===== config.mk =====
export PLATFORM = sky130hd
export DESIGN_NAME = rxfc_trigger
export DESIGN_NICKNAME = d
export VERILOG_FILES = /design/src/logic/rxfc_dur_timer.v /design/src/logic/rxfc_trigger.v
export VERILOG_INCLUDE_DIRS = /design/src /design/src/logic
export SDC_FILE = /design/constraint.sdc
export NUM_CORES = 1
export LEC_CHECK = 0
export ABC_AREA = 1
export BUFFER_PORTS_ARGS = -buffer_cell sky130_fd_sc_hd__buf_2
export CORE_MARGIN = 2
export CORE_UTILIZATION = 52
export CTS_BUF_LIST = sky130_fd_sc_hd__clkbuf_16
export CTS_CLUSTER_SIZE = 24
export DETAILED_ROUTE_END_ITERATION = 8
export GPL_ROUTABILITY_DRIVEN = 0
export PLACE_DENSITY = 0.73
export SLEW_MARGIN = 20
export SYNTH_ARGS = -nofsm -noshare
export SYNTH_HDL_FRONTEND = slang
export SYNTH_SLANG_ARGS = --single-unit

===== constraint.sdc =====
create_clock -name ref_clk_i -period 10.4 [get_ports ref_clk_i]
set_input_delay 0.52 -clock ref_clk_i [delete_from_list [all_inputs] [get_ports ref_clk_i]]
set_output_delay 0.52 -clock ref_clk_i [all_outputs]
set_load 0.01 [all_outputs]

===== src/logic/rxfc_consts.vh =====
// constants for the receive flow-control trigger
`ifndef RXFC_CONSTS_VH
`define RXFC_CONSTS_VH
// register byte offsets
`define RXFC_CFG_OFS 12'h000
`define RXFC_STAT_OFS 12'h004
`define RXFC_PAUSE_OFS 12'h008
// configuration field positions
`define RXFC_ANY_BIT 0
`define RXFC_ADDR_BIT 1
`define RXFC_BCAST_BIT 2
`define RXFC_MCAST_BIT 3
`define RXFC_DUR_LSB 4
`define RXFC_DUR_MSB 7
`define RXFC_LO_LSB 8
`define RXFC_LO_MSB 15
`define RXFC_HI_LSB 16
`define RXFC_HI_MSB 23
// reset values
`define RXFC_CFG_RST 32'h0000_0000
`define RXFC_PAUSE_RST 16'h0000
// fill level unit in bytes
`define RXFC_LEVEL_UNIT 64
// duration timing: base steps in ns, 10 Mb/s extra in ns, clock period in ns
`define RXFC_CLK_NS 20
`define RXFC_EXTRA_10M_NS 2200
`define RXFC_STEP_NS 5000
`define RXFC_LONG_STEP_NS 50000
`endif


===== src/logic/rxfc_dur_timer.v =====
// backpressure jam period timer
`timescale 1ns/1ps
`default_nettype none
`include "rxfc_consts.vh"
module rxfc_dur_timer
(
  input wire ref_clk_i,
  input wire rst_n_i,
  input wire start_i,
  input wire [3:0] sel_i,
  input wire speed_100_i,
  output wire busy_o
);
  // period lengths in clock cycles, whole cycles (least time rounds up)
  localparam [31:0] STEP_CYC = (`RXFC_STEP_NS + `RXFC_CLK_NS - 1) / `RXFC_CLK_NS;
  localparam [31:0] LSTEP_CYC = (`RXFC_LONG_STEP_NS + `RXFC_CLK_NS - 1) / `RXFC_CLK_NS;
  localparam [31:0] EXTRA_CYC = (`RXFC_EXTRA_10M_NS + `RXFC_CLK_NS - 1) / `RXFC_CLK_NS;
  reg [31:0] cnt_reg;
  reg [31:0] load_next;
  // =====================================================
  // duration decode
  always @*
  begin
    if (sel_i < 4'h3)
      load_next = STEP_CYC * ({28'h0, sel_i} + 32'h1);
    else if (sel_i == 4'h3)
      load_next = STEP_CYC * 32'h5;
    else
      load_next = LSTEP_CYC * ({28'h0, sel_i} - 32'h3);
    if (!speed_100_i)
      load_next = load_next + EXTRA_CYC;
  end
  // =====================================================
  // down counter
  always @(posedge ref_clk_i or negedge rst_n_i)
  begin
    if (!rst_n_i)
      cnt_reg <= 32'h0;
    else if (start_i)
      cnt_reg <= load_next;
    else if (cnt_reg != 32'h0)
      cnt_reg <= cnt_reg - 32'h1;
  end
  assign busy_o = (cnt_reg != 32'h0);
endmodule // rxfc_dur_timer
`default_nettype wire


===== src/logic/rxfc_trigger.v =====
// receive fifo automatic flow-control trigger with apb registers
//
// Summary of operation
// - any-frame bit set: any received frame past threshold triggers flow control
// - full-duplex auto flow control only with any-frame bit and full duplex
// - half duplex any-frame: react at valid preamble, no address decode
// - full duplex any-frame: request pause as fifo reaches high threshold
// - pause request stays pending until transmitter takes it
// - any-frame bit overrides multicast, broadcast, address-match selections
// - duration code maps to 5..600 us; 10 Mb/s adds 2.2 us
// - high threshold compared to fifo fill in 64-byte units
// - one pause frame with programmed time per high-threshold crossing
// - zero-time pause below low threshold only after a pause was sent
// - backpressure lasts the selected period; unused in full duplex
//
// The APB slave port and the register offsets were chosen for this implementation.
`timescale 1ns/1ps
`default_nettype none
`include "rxfc_consts.vh"
module rxfc_trigger
#(
  parameter FILL_W = 14
)
(
  input wire ref_clk_i,
  input wire rst_n_i,
  // apb slave
  input wire psel_i,
  input wire penable_i,
  input wire pwrite_i,
  input wire [11:0] paddr_i,
  input wire [31:0] pwdata_i,
  output reg [31:0] prdata_o,
  output reg pready_o,
  output reg pslverr_o,
  // mac side, same clock
  input wire [FILL_W-1:0] rx_fill_bytes_i,
  input wire full_duplex_i,
  input wire speed_100_i,
  input wire rx_preamble_i,
  input wire rx_frame_start_i,
  input wire rx_multicast_i,
  input wire rx_broadcast_i,
  input wire rx_addr_match_i,
  input wire pause_ack_i,
  output reg pause_req_o,
  output reg [15:0] pause_time_o,
  output reg backpressure_o
);
  reg [31:0] cfg_reg;
  reg [15:0] pause_time_value_reg;
  reg paused_reg;
  reg pend_reg;
  reg pend_zero_reg;
  reg jam_count_start_reg;
  reg [15:0] jam_events_reg;
  wire any_frame_flow_trigger = cfg_reg[`RXFC_ANY_BIT];
  wire address_match_flow_trigger = cfg_reg[`RXFC_ADDR_BIT];
  wire broadcast_flow_trigger = cfg_reg[`RXFC_BCAST_BIT];
  wire multicast_flow_trigger = cfg_reg[`RXFC_MCAST_BIT];
  wire [3:0] backpressure_period_select = cfg_reg[`RXFC_DUR_MSB:`RXFC_DUR_LSB];
  wire [7:0] flow_low_threshold = cfg_reg[`RXFC_LO_MSB:`RXFC_LO_LSB];
  wire [7:0] flow_high_threshold = cfg_reg[`RXFC_HI_MSB:`RXFC_HI_LSB];
  // =====================================================
  // fill level in 64-byte units
  // unit held at the fill width so the quotient keeps that width
  localparam [FILL_W-1:0] LEVEL_UNIT = `RXFC_LEVEL_UNIT;
  wire [FILL_W-1:0] fill_units = rx_fill_bytes_i / LEVEL_UNIT;
  wire [FILL_W+7:0] fill_wide = {8'h0, fill_units};
  wire at_high = fill_wide >= {{FILL_W{1'b0}}, flow_high_threshold};
  wire below_low = fill_wide < {{FILL_W{1'b0}}, flow_low_threshold};
  // =====================================================
  // half-duplex frame qualification
  wire sel_match = (multicast_flow_trigger && rx_multicast_i) ||
                   (broadcast_flow_trigger && rx_broadcast_i) ||
                   (address_match_flow_trigger && rx_addr_match_i);
  wire hd_hit = any_frame_flow_trigger ? rx_preamble_i :
                (rx_frame_start_i && sel_match);
  wire jam_start = !full_duplex_i && at_high && hd_hit && !backpressure_o;
  wire jam_busy;
  // full duplex active only with any-frame bit
  wire fd_en = any_frame_flow_trigger && full_duplex_i;
  wire fd_pause = fd_en && at_high && !paused_reg && !pend_reg;
  wire fd_resume = fd_en && below_low && paused_reg && !pend_reg;
  // =====================================================
  // jam period timer
  rxfc_dur_timer u_timer
  (
    .ref_clk_i(ref_clk_i),
    .rst_n_i(rst_n_i),
    .start_i(jam_start),
    .sel_i(backpressure_period_select),
    .speed_100_i(speed_100_i),
    .busy_o(jam_busy)
  );
  // =====================================================
  // apb access decode
  wire apb_wr = psel_i && penable_i && pwrite_i;
  wire apb_rd = psel_i && !pwrite_i;
  wire addr_ok = (paddr_i == `RXFC_CFG_OFS) || (paddr_i == `RXFC_STAT_OFS) ||
                 (paddr_i == `RXFC_PAUSE_OFS);
  // configuration and pause time registers
  always @(posedge ref_clk_i or negedge rst_n_i)
  begin
    if (!rst_n_i)
    begin
      cfg_reg <= `RXFC_CFG_RST;
      pause_time_value_reg <= `RXFC_PAUSE_RST;
    end
    else if (apb_wr && pready_o)
    begin
      if (paddr_i == `RXFC_CFG_OFS)
        cfg_reg <= {8'h00, pwdata_i[23:0]};
      if (paddr_i == `RXFC_PAUSE_OFS)
        pause_time_value_reg <= pwdata_i[15:0];
    end
  end
  // one wait state: pready high in second access cycle
  always @(posedge ref_clk_i or negedge rst_n_i)
  begin
    if (!rst_n_i)
    begin
      pready_o <= 1'b0;
      pslverr_o <= 1'b0;
      prdata_o <= 32'h0;
    end
    else
    begin
      pready_o <= psel_i && penable_i && !pready_o;
      pslverr_o <= psel_i && penable_i && !pready_o && !addr_ok;
      if (apb_rd && !pready_o)
      begin
        case (paddr_i)
          `RXFC_CFG_OFS: prdata_o <= cfg_reg;
          `RXFC_STAT_OFS: prdata_o <= {jam_events_reg, 11'h0, at_high, paused_reg,
                                       pend_reg, pause_req_o, backpressure_o};
          `RXFC_PAUSE_OFS: prdata_o <= {16'h0, pause_time_value_reg};
          default: prdata_o <= 32'h0;
        endcase
      end
    end
  end
  // =====================================================
  // pause request handshake with mac transmitter
  always @(posedge ref_clk_i or negedge rst_n_i)
  begin
    if (!rst_n_i)
    begin
      pend_reg <= 1'b0;
      pend_zero_reg <= 1'b0;
      paused_reg <= 1'b0;
      pause_req_o <= 1'b0;
      pause_time_o <= 16'h0;
    end
    else
    begin
      if (pend_reg && pause_ack_i)
      begin
        pend_reg <= 1'b0;
        pause_req_o <= 1'b0;
        paused_reg <= !pend_zero_reg;
      end
      else if (fd_pause)
      begin
        pend_reg <= 1'b1;
        pend_zero_reg <= 1'b0;
        pause_req_o <= 1'b1;
        pause_time_o <= pause_time_value_reg;
      end
      else if (fd_resume)
      begin
        pend_reg <= 1'b1;
        pend_zero_reg <= 1'b1;
        pause_req_o <= 1'b1;
        pause_time_o <= 16'h0;
      end
      else if (!fd_en && !pend_reg)
        paused_reg <= 1'b0;
    end
  end
  // =====================================================
  // backpressure output and event count
  always @(posedge ref_clk_i or negedge rst_n_i)
  begin
    if (!rst_n_i)
    begin
      backpressure_o <= 1'b0;
      jam_count_start_reg <= 1'b0;
      jam_events_reg <= 16'h0;
    end
    else
    begin
      jam_count_start_reg <= jam_start;
      backpressure_o <= jam_start || (jam_busy && !full_duplex_i);
      if (jam_count_start_reg)
        jam_events_reg <= jam_events_reg + 16'h1;
    end
  end
endmodule // rxfc_trigger
`default_nettype wire


---- After elaboration in Yosys (flattened, before gate mapping) ----
Index checks and enable logic that the tools add are counted.
storage, ports and cells
  register bits ........................... 143
  input bits .............................. 71
  output and inout port bits .............. 52
  word-level logic and storage cells ...... 94
operators by class
  $add $sub $neg .......................... 5
  multiply operators ...................... 2
  $lt $le $gt $ge ......................... 3
  equal/unequal tests ..................... 5
  multiplexer cells ....................... 17
  bitwise gates (word level) .............. 1
  reduce and logical (&&, ||, !) cells .... 48
operators by type and width
  operator                  count
  $mux W32                  5
  $pmux W32 S3              1
  $add A32 B7 Y32 const B   1
  $mul A10 B32 Y30 const A  1
  $mul A7 B32 Y31 const A   1
  $mux W16                  2
  $reduce_bool A32 Y1       1
  $sub A32 B1 Y32 const B   1
  $logic_and A1 B1 Y1       24
  $add A16 B1 Y16 const B   1
  $eq A12 B3 Y1 const B     1
  $eq A12 B4 Y1 const B     1
  $logic_not A12 Y1         1
  $logic_not A1 Y1          9
  $mux W1                   9
  $ge A8 B8 Y1              1
  $lt A8 B8 Y1              1
  $reduce_and A2 Y1         3
  $reduce_bool A2 Y1        3
  $add A4 B1 Y5 const B     1
  $logic_or A1 B1 Y1        5
  $sub A4 B2 Y5 const B     1
  $eq A4 B2 Y1 const B      1
  $lt A4 B2 Y1 const B      1
  other kinds (4)           5

---- Logic depth before layout (Yosys ltp) ----
Gate-level depths: netlist (run 1).
  word-level depth ........................ 8
  gate-level depth with buffers ........... 32
  depth with buffers taken out ............ 32

---- By module ----
A second synthesis (run 1) with hierarchy kept.
unflattened totals
  cells, all modules ...................... 1332
  area, all modules ....................... 10014.6 um2
modules (own cells, without submodules)
  module          times used  cells an instance  area an instance (um2)  seq. area each (um2)
  rxfc_trigger    1           597                5201.2                  2777.7
  rxfc_dur_timer  1           735                4813.4                  800.8

---- Worst setup path after synthesis (run 1) ----
Ideal clock, no wire load.
  path type ............................... register to register
  start point ............................. reg cfg_reg[4]
  end point ............................... reg u_timer.cnt_reg[24]
  setup time .............................. 0.117 ns
  data arrival time ....................... 4.936 ns
  data required time ...................... 10.283 ns
  slack ................................... 5.347 ns
  stages on the path, launching flop included .. 31
  buffers on the path ..................... 0
  clock period less this slack ............ 5.053 ns
  cells stage by stage .................... dfrtp_1 > ha_1 > inv_1 > nand2_1 > nor2_2 > ha_1 > xor2_1 > inv_1 > ha_1 > inv_1 > fa_1 > inv_1 > ha_1 > inv_1 > fa_1 > inv_1 > ha_1 > nand2_1 > inv_1 > a21oi_1 > nand2_1 > nand2_1 > nand2_1 > nor2_1 > nand2_1 > nor2_1 > nand3_2 > nand2_1 > nand2_1 > nand2_1 > nand2_1
on the way
  word-level cells in the longest chain between the ends .. 7
  elaborated cells on any way between the ends .. 11
  classes of those cells .................. add/sub (3); mul (2); order compare (1); eq/ne (1); mux (4)
ends and longest elaborated chain
  what                    RTL line             RTL
  from (decl)             rxfc_trigger.v:50    reg [31:0] cfg_reg;
  from (signal assigned)  rxfc_trigger.v:107   cfg_reg <= `RXFC_CFG_RST;
  from (signal assigned)  rxfc_trigger.v:113   cfg_reg <= {8'h00, pwdata_i[23:0]};
  $sub A4 B2 Y5           rxfc_dur_timer.v:29  load_next = LSTEP_CYC * ({28'h0, sel_i} - 32'h3);
  $mul A10 B32 Y30        rxfc_dur_timer.v:29
  $mux W32                rxfc_dur_timer.v:26  else if (sel_i == 4'h3)
  $mux W32 (*)            rxfc_dur_timer.v:24  if (sel_i < 4'h3)
  $add A32 B7 Y32         rxfc_dur_timer.v:31  load_next = load_next + EXTRA_CYC;
  $mux W32 (*)            rxfc_dur_timer.v:30  if (!speed_100_i)
  $mux W32 (*)            rxfc_dur_timer.v:39  else if (start_i)
  to (signal assigned)    rxfc_dur_timer.v:40  cnt_reg <= load_next;
  to (signal assigned)    rxfc_dur_timer.v:42  cnt_reg <= cnt_reg - 32'h1;
  to (decl)               rxfc_dur_timer.v:18  reg [31:0] cnt_reg;
Mark *: on every way between the ends. The rest lies on a longest branch, timed or not.
A chain may end at the register's enable or synchronous reset.

---- Worst setup path after layout (run 1) ----
Same ends and word-level chain as after synthesis.

==> results of run 1 <==
==> routing by layer <==
layer | part of all wire, % | track usage (%) | vias up
met5 | 0 | 0 | -
met4 | 1.5 | 6.46 | 0
met3 | 4.1 | 3.35 | 33
met2 | 49 | 42.5 | 214
met1 | 46 | 33.3 | 4145
li1 | - | - | 4449
==> synthesized netlist by cell type (2+ instances only) <==
library cell / instances / area share, %
nand3_1: 88 / 4.4
inv_1: 219 / 8.2
nor2_4: 4 / 0.45
o21ai_2: 3 / 0.26
a211oi_1: 2 / 0.15
a22o_1: 11 / 0.96
clkbuf_1: 22 / 0.82
nor2_1: 94 / 3.5
nor4_1: 6 / 0.37
buf_2: 4 / 0.20
nand3b_1: 11 / 0.82
inv_2: 10 / 0.37
nor3_1: 16 / 0.80
dfrtp_1: 143 / 36
a21oi_1: 50 / 2.5
nand3_2: 2 / 0.20
fa_1: 20 / 4.0
a31oi_1: 2 / 0.12
and2_1: 2 / 0.12
nand3_4: 2 / 0.35
o31ai_1: 6 / 0.45
nor2_2: 7 / 0.44
nand2_2: 8 / 0.50
clkinv_1: 5 / 0.19
or2_2: 3 / 0.19
o22ai_1: 21 / 1.3
nand4_1: 18 / 1.1
ha_1: 71 / 8.9
nor3_2: 2 / 0.20
o21ai_0: 76 / 3.8
o21ai_1: 5 / 0.25
xnor2_1: 12 / 1.0
xor2_1: 39 / 3.4
nand2_1: 327 / 12
==> worst max-delay path, cell delays in order (launching register included) <==
cell and delay, ns:
dfrtp_1 0.57, inv_1 0.29, ha_1 0.56, inv_1 0.26, ha_1 0.34, inv_1 0.05
fa_1 0.49, inv_1 0.04, ha_1 0.26, inv_1 0.05, fa_1 0.50, inv_1 0.04
ha_1 0.35, nand2_1 0.12, inv_1 0.05, a21oi_1 0.17, nand2_1 0.10, nand2_1 0.06
nand2_1 0.06, nor2_1 0.17, nand2_1 0.12, nor2_1 0.22, nand3_2 0.13, nand2_1 0.13
nand2_1 0.07, nand2_1 0.05, nand2_1 0.05
==> cells by family after synthesis <==
kind of cell,count (synthesis)
buf+inv,262
xor+xnor,51
fa+ha+maj,91
mux,1
compound gates,183
other cells,1
simple gates,595
flops,143
==> report_power, final <==
part	switching (mW)	total, mW	internal, mW
sequential	0.000707	0.558	0.557
clock	0.240	0.615	0.375
combinational	0.0326	0.0487	0.0161
==> final cells by class <==
cell class	instances	area, µm²
inverter	235	885
sequential	143	3580
multi-input combinational	922	5440
clock inverter	14	168
clock buffer	17	425
timing repair buffer	114	596
tap	260	325
fill	1711	7420
==> worst min path at each step <==
stage	startpoint	endpoint	slack, ns	cells after the start
2_1_floorplan	rst_n_i	backpressure_o	0.22	0
3_3_place_gp	pend_zero_reg	paused_reg	0.44	1
3_5_place_dp	pend_zero_reg	paused_reg	0.46	1
4_1_cts	rst_n_i	cfg_reg[3]	0.08	1
5_1_grt	rst_n_i	cfg_reg[3]	0.1	1
6_report	rst_n_i	cfg_reg[3]	0.05	1
==> through the flow <==
stage	area (µm²)	util (%)	setup slack [ns]	cells	power (mW)
6_report	11400	60.6	4.96	1705	1.22
5_1_grt	11400	60.6	4.38	1705	1.26
4_1_cts	11400	60.6	4.90	1705	1.23
3_5_place_dp	10800	57.4	4.92	1674	0.617
3_3_place_gp	10800	57.4	5.04	1674	0.617
2_1_floorplan	10000	-	5.35	1327	0.587
==> placed cells by master (no fill, tap or decap), types with 6 or more instances in the layout <==
master     synthesis  layout
nor2_2             7       7
nor2_1            94      94
nor3_1            16      16
o31ai_1            6       6
o22ai_1           21      21
nand3_1           88      88
buf_2              4     107
nand2_1          327     327
inv_1            219     220
nor4_1             6       6
dfrtp_1          143     143
nand4_1           18      18
a22o_1            11      11
fa_1              20      20
a21oi_1           50      50
nand3b_1          11      11
xnor2_1           12      12
inv_2             10      10
xor2_1            39      39
ha_1              71      71
nand2_2            8       8
clkbuf_16          0      17
o21ai_0           76      76
==> out/metrics.yaml, run 1 <==
status:
  status: "finished clean"
floorplanning:
  fp.dieW_um: 143
  die_h_um: 143
  ios: 123
  core.rowCount: 50
  core_um2: 18800
  initial_utilization_pct: 53.2
  die-area_um2: 20400
yosys:
  postSynth.asyncResetShare_pct: 100
  synthXorXnorAreaFrac_pct: 4.46
  syn-mean-instance-area_um2: 7.55
  synth_edf_count: 0
  synthSimpleGateAreaFrac_pct: 26.3
  synth_mux_area_share_pct: 0.112
  ys_warn_count: 0
  synth_cell_type_count: 50
  syn_nets: 1489
  syn_area_um2: 10000
  synth_top_family_by_area: "simple AND/OR/NAND/NOR gates"
  ys_seq_elements: 143
  syn_inst: 1327
  synth_fa_ha_area_share_pct: 12.9
  ys_seq_area_share_pct: 35.7
  synth_flop_cell: "dfrtp_1"
  synth-compound-area-share_pct: 10.5
worst_setup_path:
  arrival_ns: 5.74
  startpoint_type: "flop"
  cp.required_ns: 10.71
  endpoint_kind: "flop"
  r2r_cells: 26
  worstPathMaxFanout: 9
  startpoint: "cfg_reg[4]"
  crit_path_end: "u_timer.cnt_reg[24]"
  worst-r2r-setup-slack_ns: 4.96
  crit_type: "flop to flop"
  rr_endpoint: "u_timer.cnt_reg[24]"
  r2r-start: "cfg_reg[4]"
grt:
  grt_max_degree: 84
  gr-total-overflow: 0
  grt_pass1_vias: 8502
  antenna_found_initial: 0
  grt_pass1_wl_um: 40700
  grtUsageTotal_pct: 24.8
clock_network:
  cts_resized: 0
  h-tree-depth: 4
  cts_sinks: 143
  cts_buffers: 17
  cts-hold-fix-buffers: 0
  cts_tree: "built"
  clk_latency_ns: 0.42
  cts_root_buf: "clkbuf_16"
  clk_path_buf_depth: 2
  post-cts-setup-buffers: 0
  path_clk_slew_ns: 0.06
route:
  drc: 0
  drt_iter0_drc: 473
  postRouteAntennaNets: 0
  dr.pass1.iters: 7
  via_count: 8841
  via_per_inst: 5.19
  wl_per_cell_um: 14.2
  drt_wl_total_um: 24200
sta:
  rsz0062_at_grt: "no"
  hold_viol: 0
  max_freq_mhz: 184
  worst_slew_pin_slew_ns: 1.08
  clock_skew_ns: 0.00781
  slew_headroom_pct: 27.8
  setup_viol: 0
  period_minus_slack_ns: 5.44
  whs_ns: 0.0549
  period_share_pct: 52.3
  slew_viol_final: 0
  tns_ns: 0
worst_hold_path:
  min_path_type: "input port to async pin"
power_and_ir_drop:
  power.density_nw_per_um2: 107
  power.leakage_nw: 6.26
  vdd_drop_max_mv: 0.136
finish:
  num-nets-final: 1595
  area_growth_pct: 14.0
  drive_gt1_share_pct: 13.3
  n_antenna_cell: 0
place:
  port_buffers: 108
  dpl.hpwl_um: 18200
job:
  drv_cap: 0
Note: power is estimated with default switching activity, not from simulation.
==> run 2: changes to the inputs <==
Settings changed: ABC_AREA 1 to 0.
Clock period 10.4 ns to 5.3 ns, I/O delays scaled along.
==> run 2 against run 1 <==
Effect of this change:
- combinational power up 90%
- fmax up 6.2%
- synthesized area down 6.8%
- first-iteration DRC count down 16%
- register-to-register slack worse by 4.8 ns
- worst setup slack worse by 4.8 ns
- clock power up 82%
- sequential cell count unchanged
- non-clock buffer count up 41
- clock-buffer cell count unchanged
- sequential share of layout area up 0.88 points
- clock skew up 0.0032 ns
- largest cell class unchanged
==> out/metrics.yaml, run 2 <==
status:
  status: "finished clean"
sta:
  setup_viol: 0
  slew_viol_final: 0
  setup_ws_ns: 0.182
  slew_headroom_pct: 42.3
  tns_ns: 0
  hold_viol: 0
  period_share_pct: 96.6
  period_minus_slack_ns: 5.12
  max_freq_mhz: 195
  worst_slew_pin_slew_ns: 0.865
  clock_skew_ns: 0.0111
grt:
  grtUsageTotal_pct: 24.5
  grt_pass1_vias: 7375
  antenna_found_initial: 2
  grt_pass1_wl_um: 36400
  grt_max_degree: 97
  gr-total-overflow: 0
place:
  placed_area_um2: 10400
  dpl.hpwl_um: 16700
  port_buffers: 108
  pre_cts_slack_ns: -0.100
worst_setup_path:
  critPathTopFamily: "adder cells"
  crit_slowest_cell: "fa_1"
  endpoint_kind: "flop"
  crit_type: "flop to flop"
  path_buf_inv: 6
  arrival_ns: 5.41
  rr_endpoint: "u_timer.cnt_reg[24]"
  r2r-start: "cfg_reg[4]"
  r2r_cells: 23
  worstPathMaxFanout: 6
  path_cells: "ha_1 -> inv_1 -> nand2_4 -> inv_6 -> ha_4 -> xnor2_2 -> ha_2 -> inv_1 -> fa_1 -> inv_1 -> ha_1 -> inv_1 -> fa_1 -> inv_1 -> ha_4 -> a21oi_2 -> nand2_1 -> o311ai_4 -> and3_4 -> nand3_1 -> and4bb_2 -> a31oi_4 -> or3_1"
  max_stage_delay_ns: 0.49
  startpoint_type: "flop"
  cp.required_ns: 5.59
  worst_path_most_repeated_cell: "inv_1"
  worst-r2r-setup-slack_ns: 0.18
route:
  via_per_inst: 5.59
  drt_iter0_drc: 395
  postRouteAntennaNets: 0
  drt_wl_total_um: 22500
  drc: 0
  via_count: 7622
  wl_per_cell_um: 16.5
  dr.pass1.iters: 5
yosys:
  yosys.area.top_type_share_pct: 38.3
  synth_cell_type_count: 74
  synth_area_leader_cell: "dfrtp_1"
  ys_warn_count: 0
  synth.most_common_cell: "dfrtp_1"
  synth-compound-area-share_pct: 14.3
  ys_seq_area_share_pct: 38.3
  synth_fa_ha_area_share_pct: 13.8
  syn-mean-instance-area_um2: 9.48
  ys_seq_elements: 143
  syn_area_um2: 9330
  synthTopCellsByArea: "dfrtp_1 (38%), ha_1 (9.5%), nand2_1 (5.5%), xnor2_1 (4.3%), fa_1 (4.3%)"
  synth_commonest_cells: "dfrtp_1 (143), nand2_1 (136), inv_1 (82)"
  synth_top_family_by_area: "simple AND/OR/NAND/NOR gates"
  synth_mux_area_share_pct: 4.97
  syn_inst: 985
  postSynth.asyncResetShare_pct: 100
  syn_nets: 1147
  synthSimpleGateAreaFrac_pct: 16.8
  synth_edf_count: 0
  synthXorXnorAreaFrac_pct: 6.85
  synth_flop_cell: "dfrtp_1"
power_and_ir_drop:
  sw_frac_of_total_pct: 21.9
  seq_power_share_pct: 47.4
  power.switching_mw: 0.506
  pwr-share-clk_pct: 48.7
  internal_power_mw: 1.81
  vdd_drop_max_mv: 0.153
  p_total_mw: 2.31
  power.leakage_nw: 5.60
  p_comb_share_pct: 4.0
  power.density_nw_per_um2: 208
job:
  drv_cap: 0
finish:
  drive_gt1_share_pct: 22.8
  fin_area_um2: 11100
  layout_commonest_cell: "dfrtp_1"
  fill_cells: 1462
  num-nets-final: 1288
  layout_common_cells: "dfrtp_1 (142), nand2_1 (134), buf_2 (107)"
  area_growth_pct: 19.0
worst_hold_path:
  min_path_type: "input port to flop"
  min_to: "backpressure_o"
  worstHoldPathCells: 2
  min_from: "full_duplex_i"
floorplanning:
  core_um2: 17400
  initial_utilization_pct: 53.6
  fp.dieW_um: 138
  core.rowCount: 48
  die_h_um: 138
  die-area_um2: 19000
  ios: 123
clock_network:
  clk_latency_ns: 0.42
  clk_path_buf_depth: 2
  cts_sinks: 143
  path_clk_slew_ns: 0.06
  cts_buffers: 17
  cts_tree: "built"
  cts_root_buf: "clkbuf_16"
  h-tree-depth: 4
[run 2: cell count changes after synthesis, moves of 16 or more]
cell	change
inv_1	-137
mux2_2	+26
nand3_1	-68
nor2_1	-57
nand2_1	-191
mux2i_1	+16
xnor2_1	+34
[run 2: worst max-delay path by stage]
| stage | from | to | slack, ns | depth (start not counted) |
|---|---|---|---|---|
| floorplan | cfg_reg[4] | u_timer.cnt_reg[24] | 0.007 | 23 |
| global placement | cfg_reg[4] | u_timer.cnt_reg[24] | -0.002 | 23 |
| detailed placement | cfg_reg[4] | u_timer.cnt_reg[24] | -0.1 | 23 |
| CTS | cfg_reg[4] | u_timer.cnt_reg[24] | 0.09 | 22 |
| global route | cfg_reg[4] | u_timer.cnt_reg[23] | -0.02 | 22 |
| finish | cfg_reg[4] | u_timer.cnt_reg[24] | 0.18 | 23 |
[run 2: metal layers]
layer / track usage [%] / wire length [µm] / vias to the layer above
met5: 0 / 0 / -
met4: 6.29 / 344 / 0
met3: 4.02 / 1090 / 27
met2: 43.2 / 11200 / 189
met1: 31.3 / 9870 / 3680
li1: - / - / 3726
[run 2: through the flow]
stage	hold WS [ns]	instances	util (%)
floorplan	-0.0306	985	-
detailed placement	0.415	1326	59.5
global route	0.0576	1363	63.7
finish	0.0494	1364	63.8
CTS	0.0391	1357	63.0
global placement	0.411	1326	59.5
[run 2: cell type report]
class / instances / area [µm²] / area share (%)
antenna: 3 / 7.51 / 0.0676
clock buffer: 17 / 425 / 3.83
clock inverter: 12 / 125 / 1.13
inverter: 84 / 324 / 2.92
multi-input combinational: 725 / 5460 / 49.2
sequential: 143 / 3580 / 32.2
tap: 225 / 282 / 2.54
timing repair buffer: 155 / 902 / 8.12
[run 2: power by group through the flow]
stage | Combinational (mW) | Clock (mW) | Sequential, mW
detailed placement | 0.0922 | 0 | 1.11
CTS | 0.0935 | 1.13 | 1.09
finish | 0.0923 | 1.12 | 1.09
global route | 0.104 | 1.19 | 1.09
floorplan | 0.0345 | 0 | 1.12
global placement | 0.0911 | 0 | 1.11
[run 2: what timing repair did]
action	4_1_cts	5_1_grt
pin swaps	4	7
resized for setup	7	18
endpoints found under the hold margin	95	0
hold buffers	1	0
setup endpoints to repair	6	22
buffers inserted	1	4
gates cloned	0	0
[run 2: cells by family after synthesis]
family,count (synthesis)
adder cells (fa/ha/maj),91
flip-flops,143
multiplexers,43
AND/OR/NAND/NOR,312
XOR/XNOR,73
other,1
AO/OA/AOI/OAI,205
buffers and inverters,117
[run 2: worst register-to-register path, stage by stage (launching register included)]
cell      delay (ns)
dfrtp_2         0.45
ha_1            0.28
inv_1           0.13
nand2_4         0.08
inv_6           0.07
ha_4            0.20
xnor2_2         0.18
ha_2            0.19
inv_1           0.04
fa_1            0.47
inv_1           0.04
ha_1            0.27
inv_1           0.05
fa_1            0.49
inv_1           0.07
ha_4            0.27
a21oi_2         0.16
nand2_1         0.12
o311ai_4        0.27
and3_4          0.23
nand3_1         0.07
and4bb_2        0.37
a31oi_4         0.12
or3_1           0.40
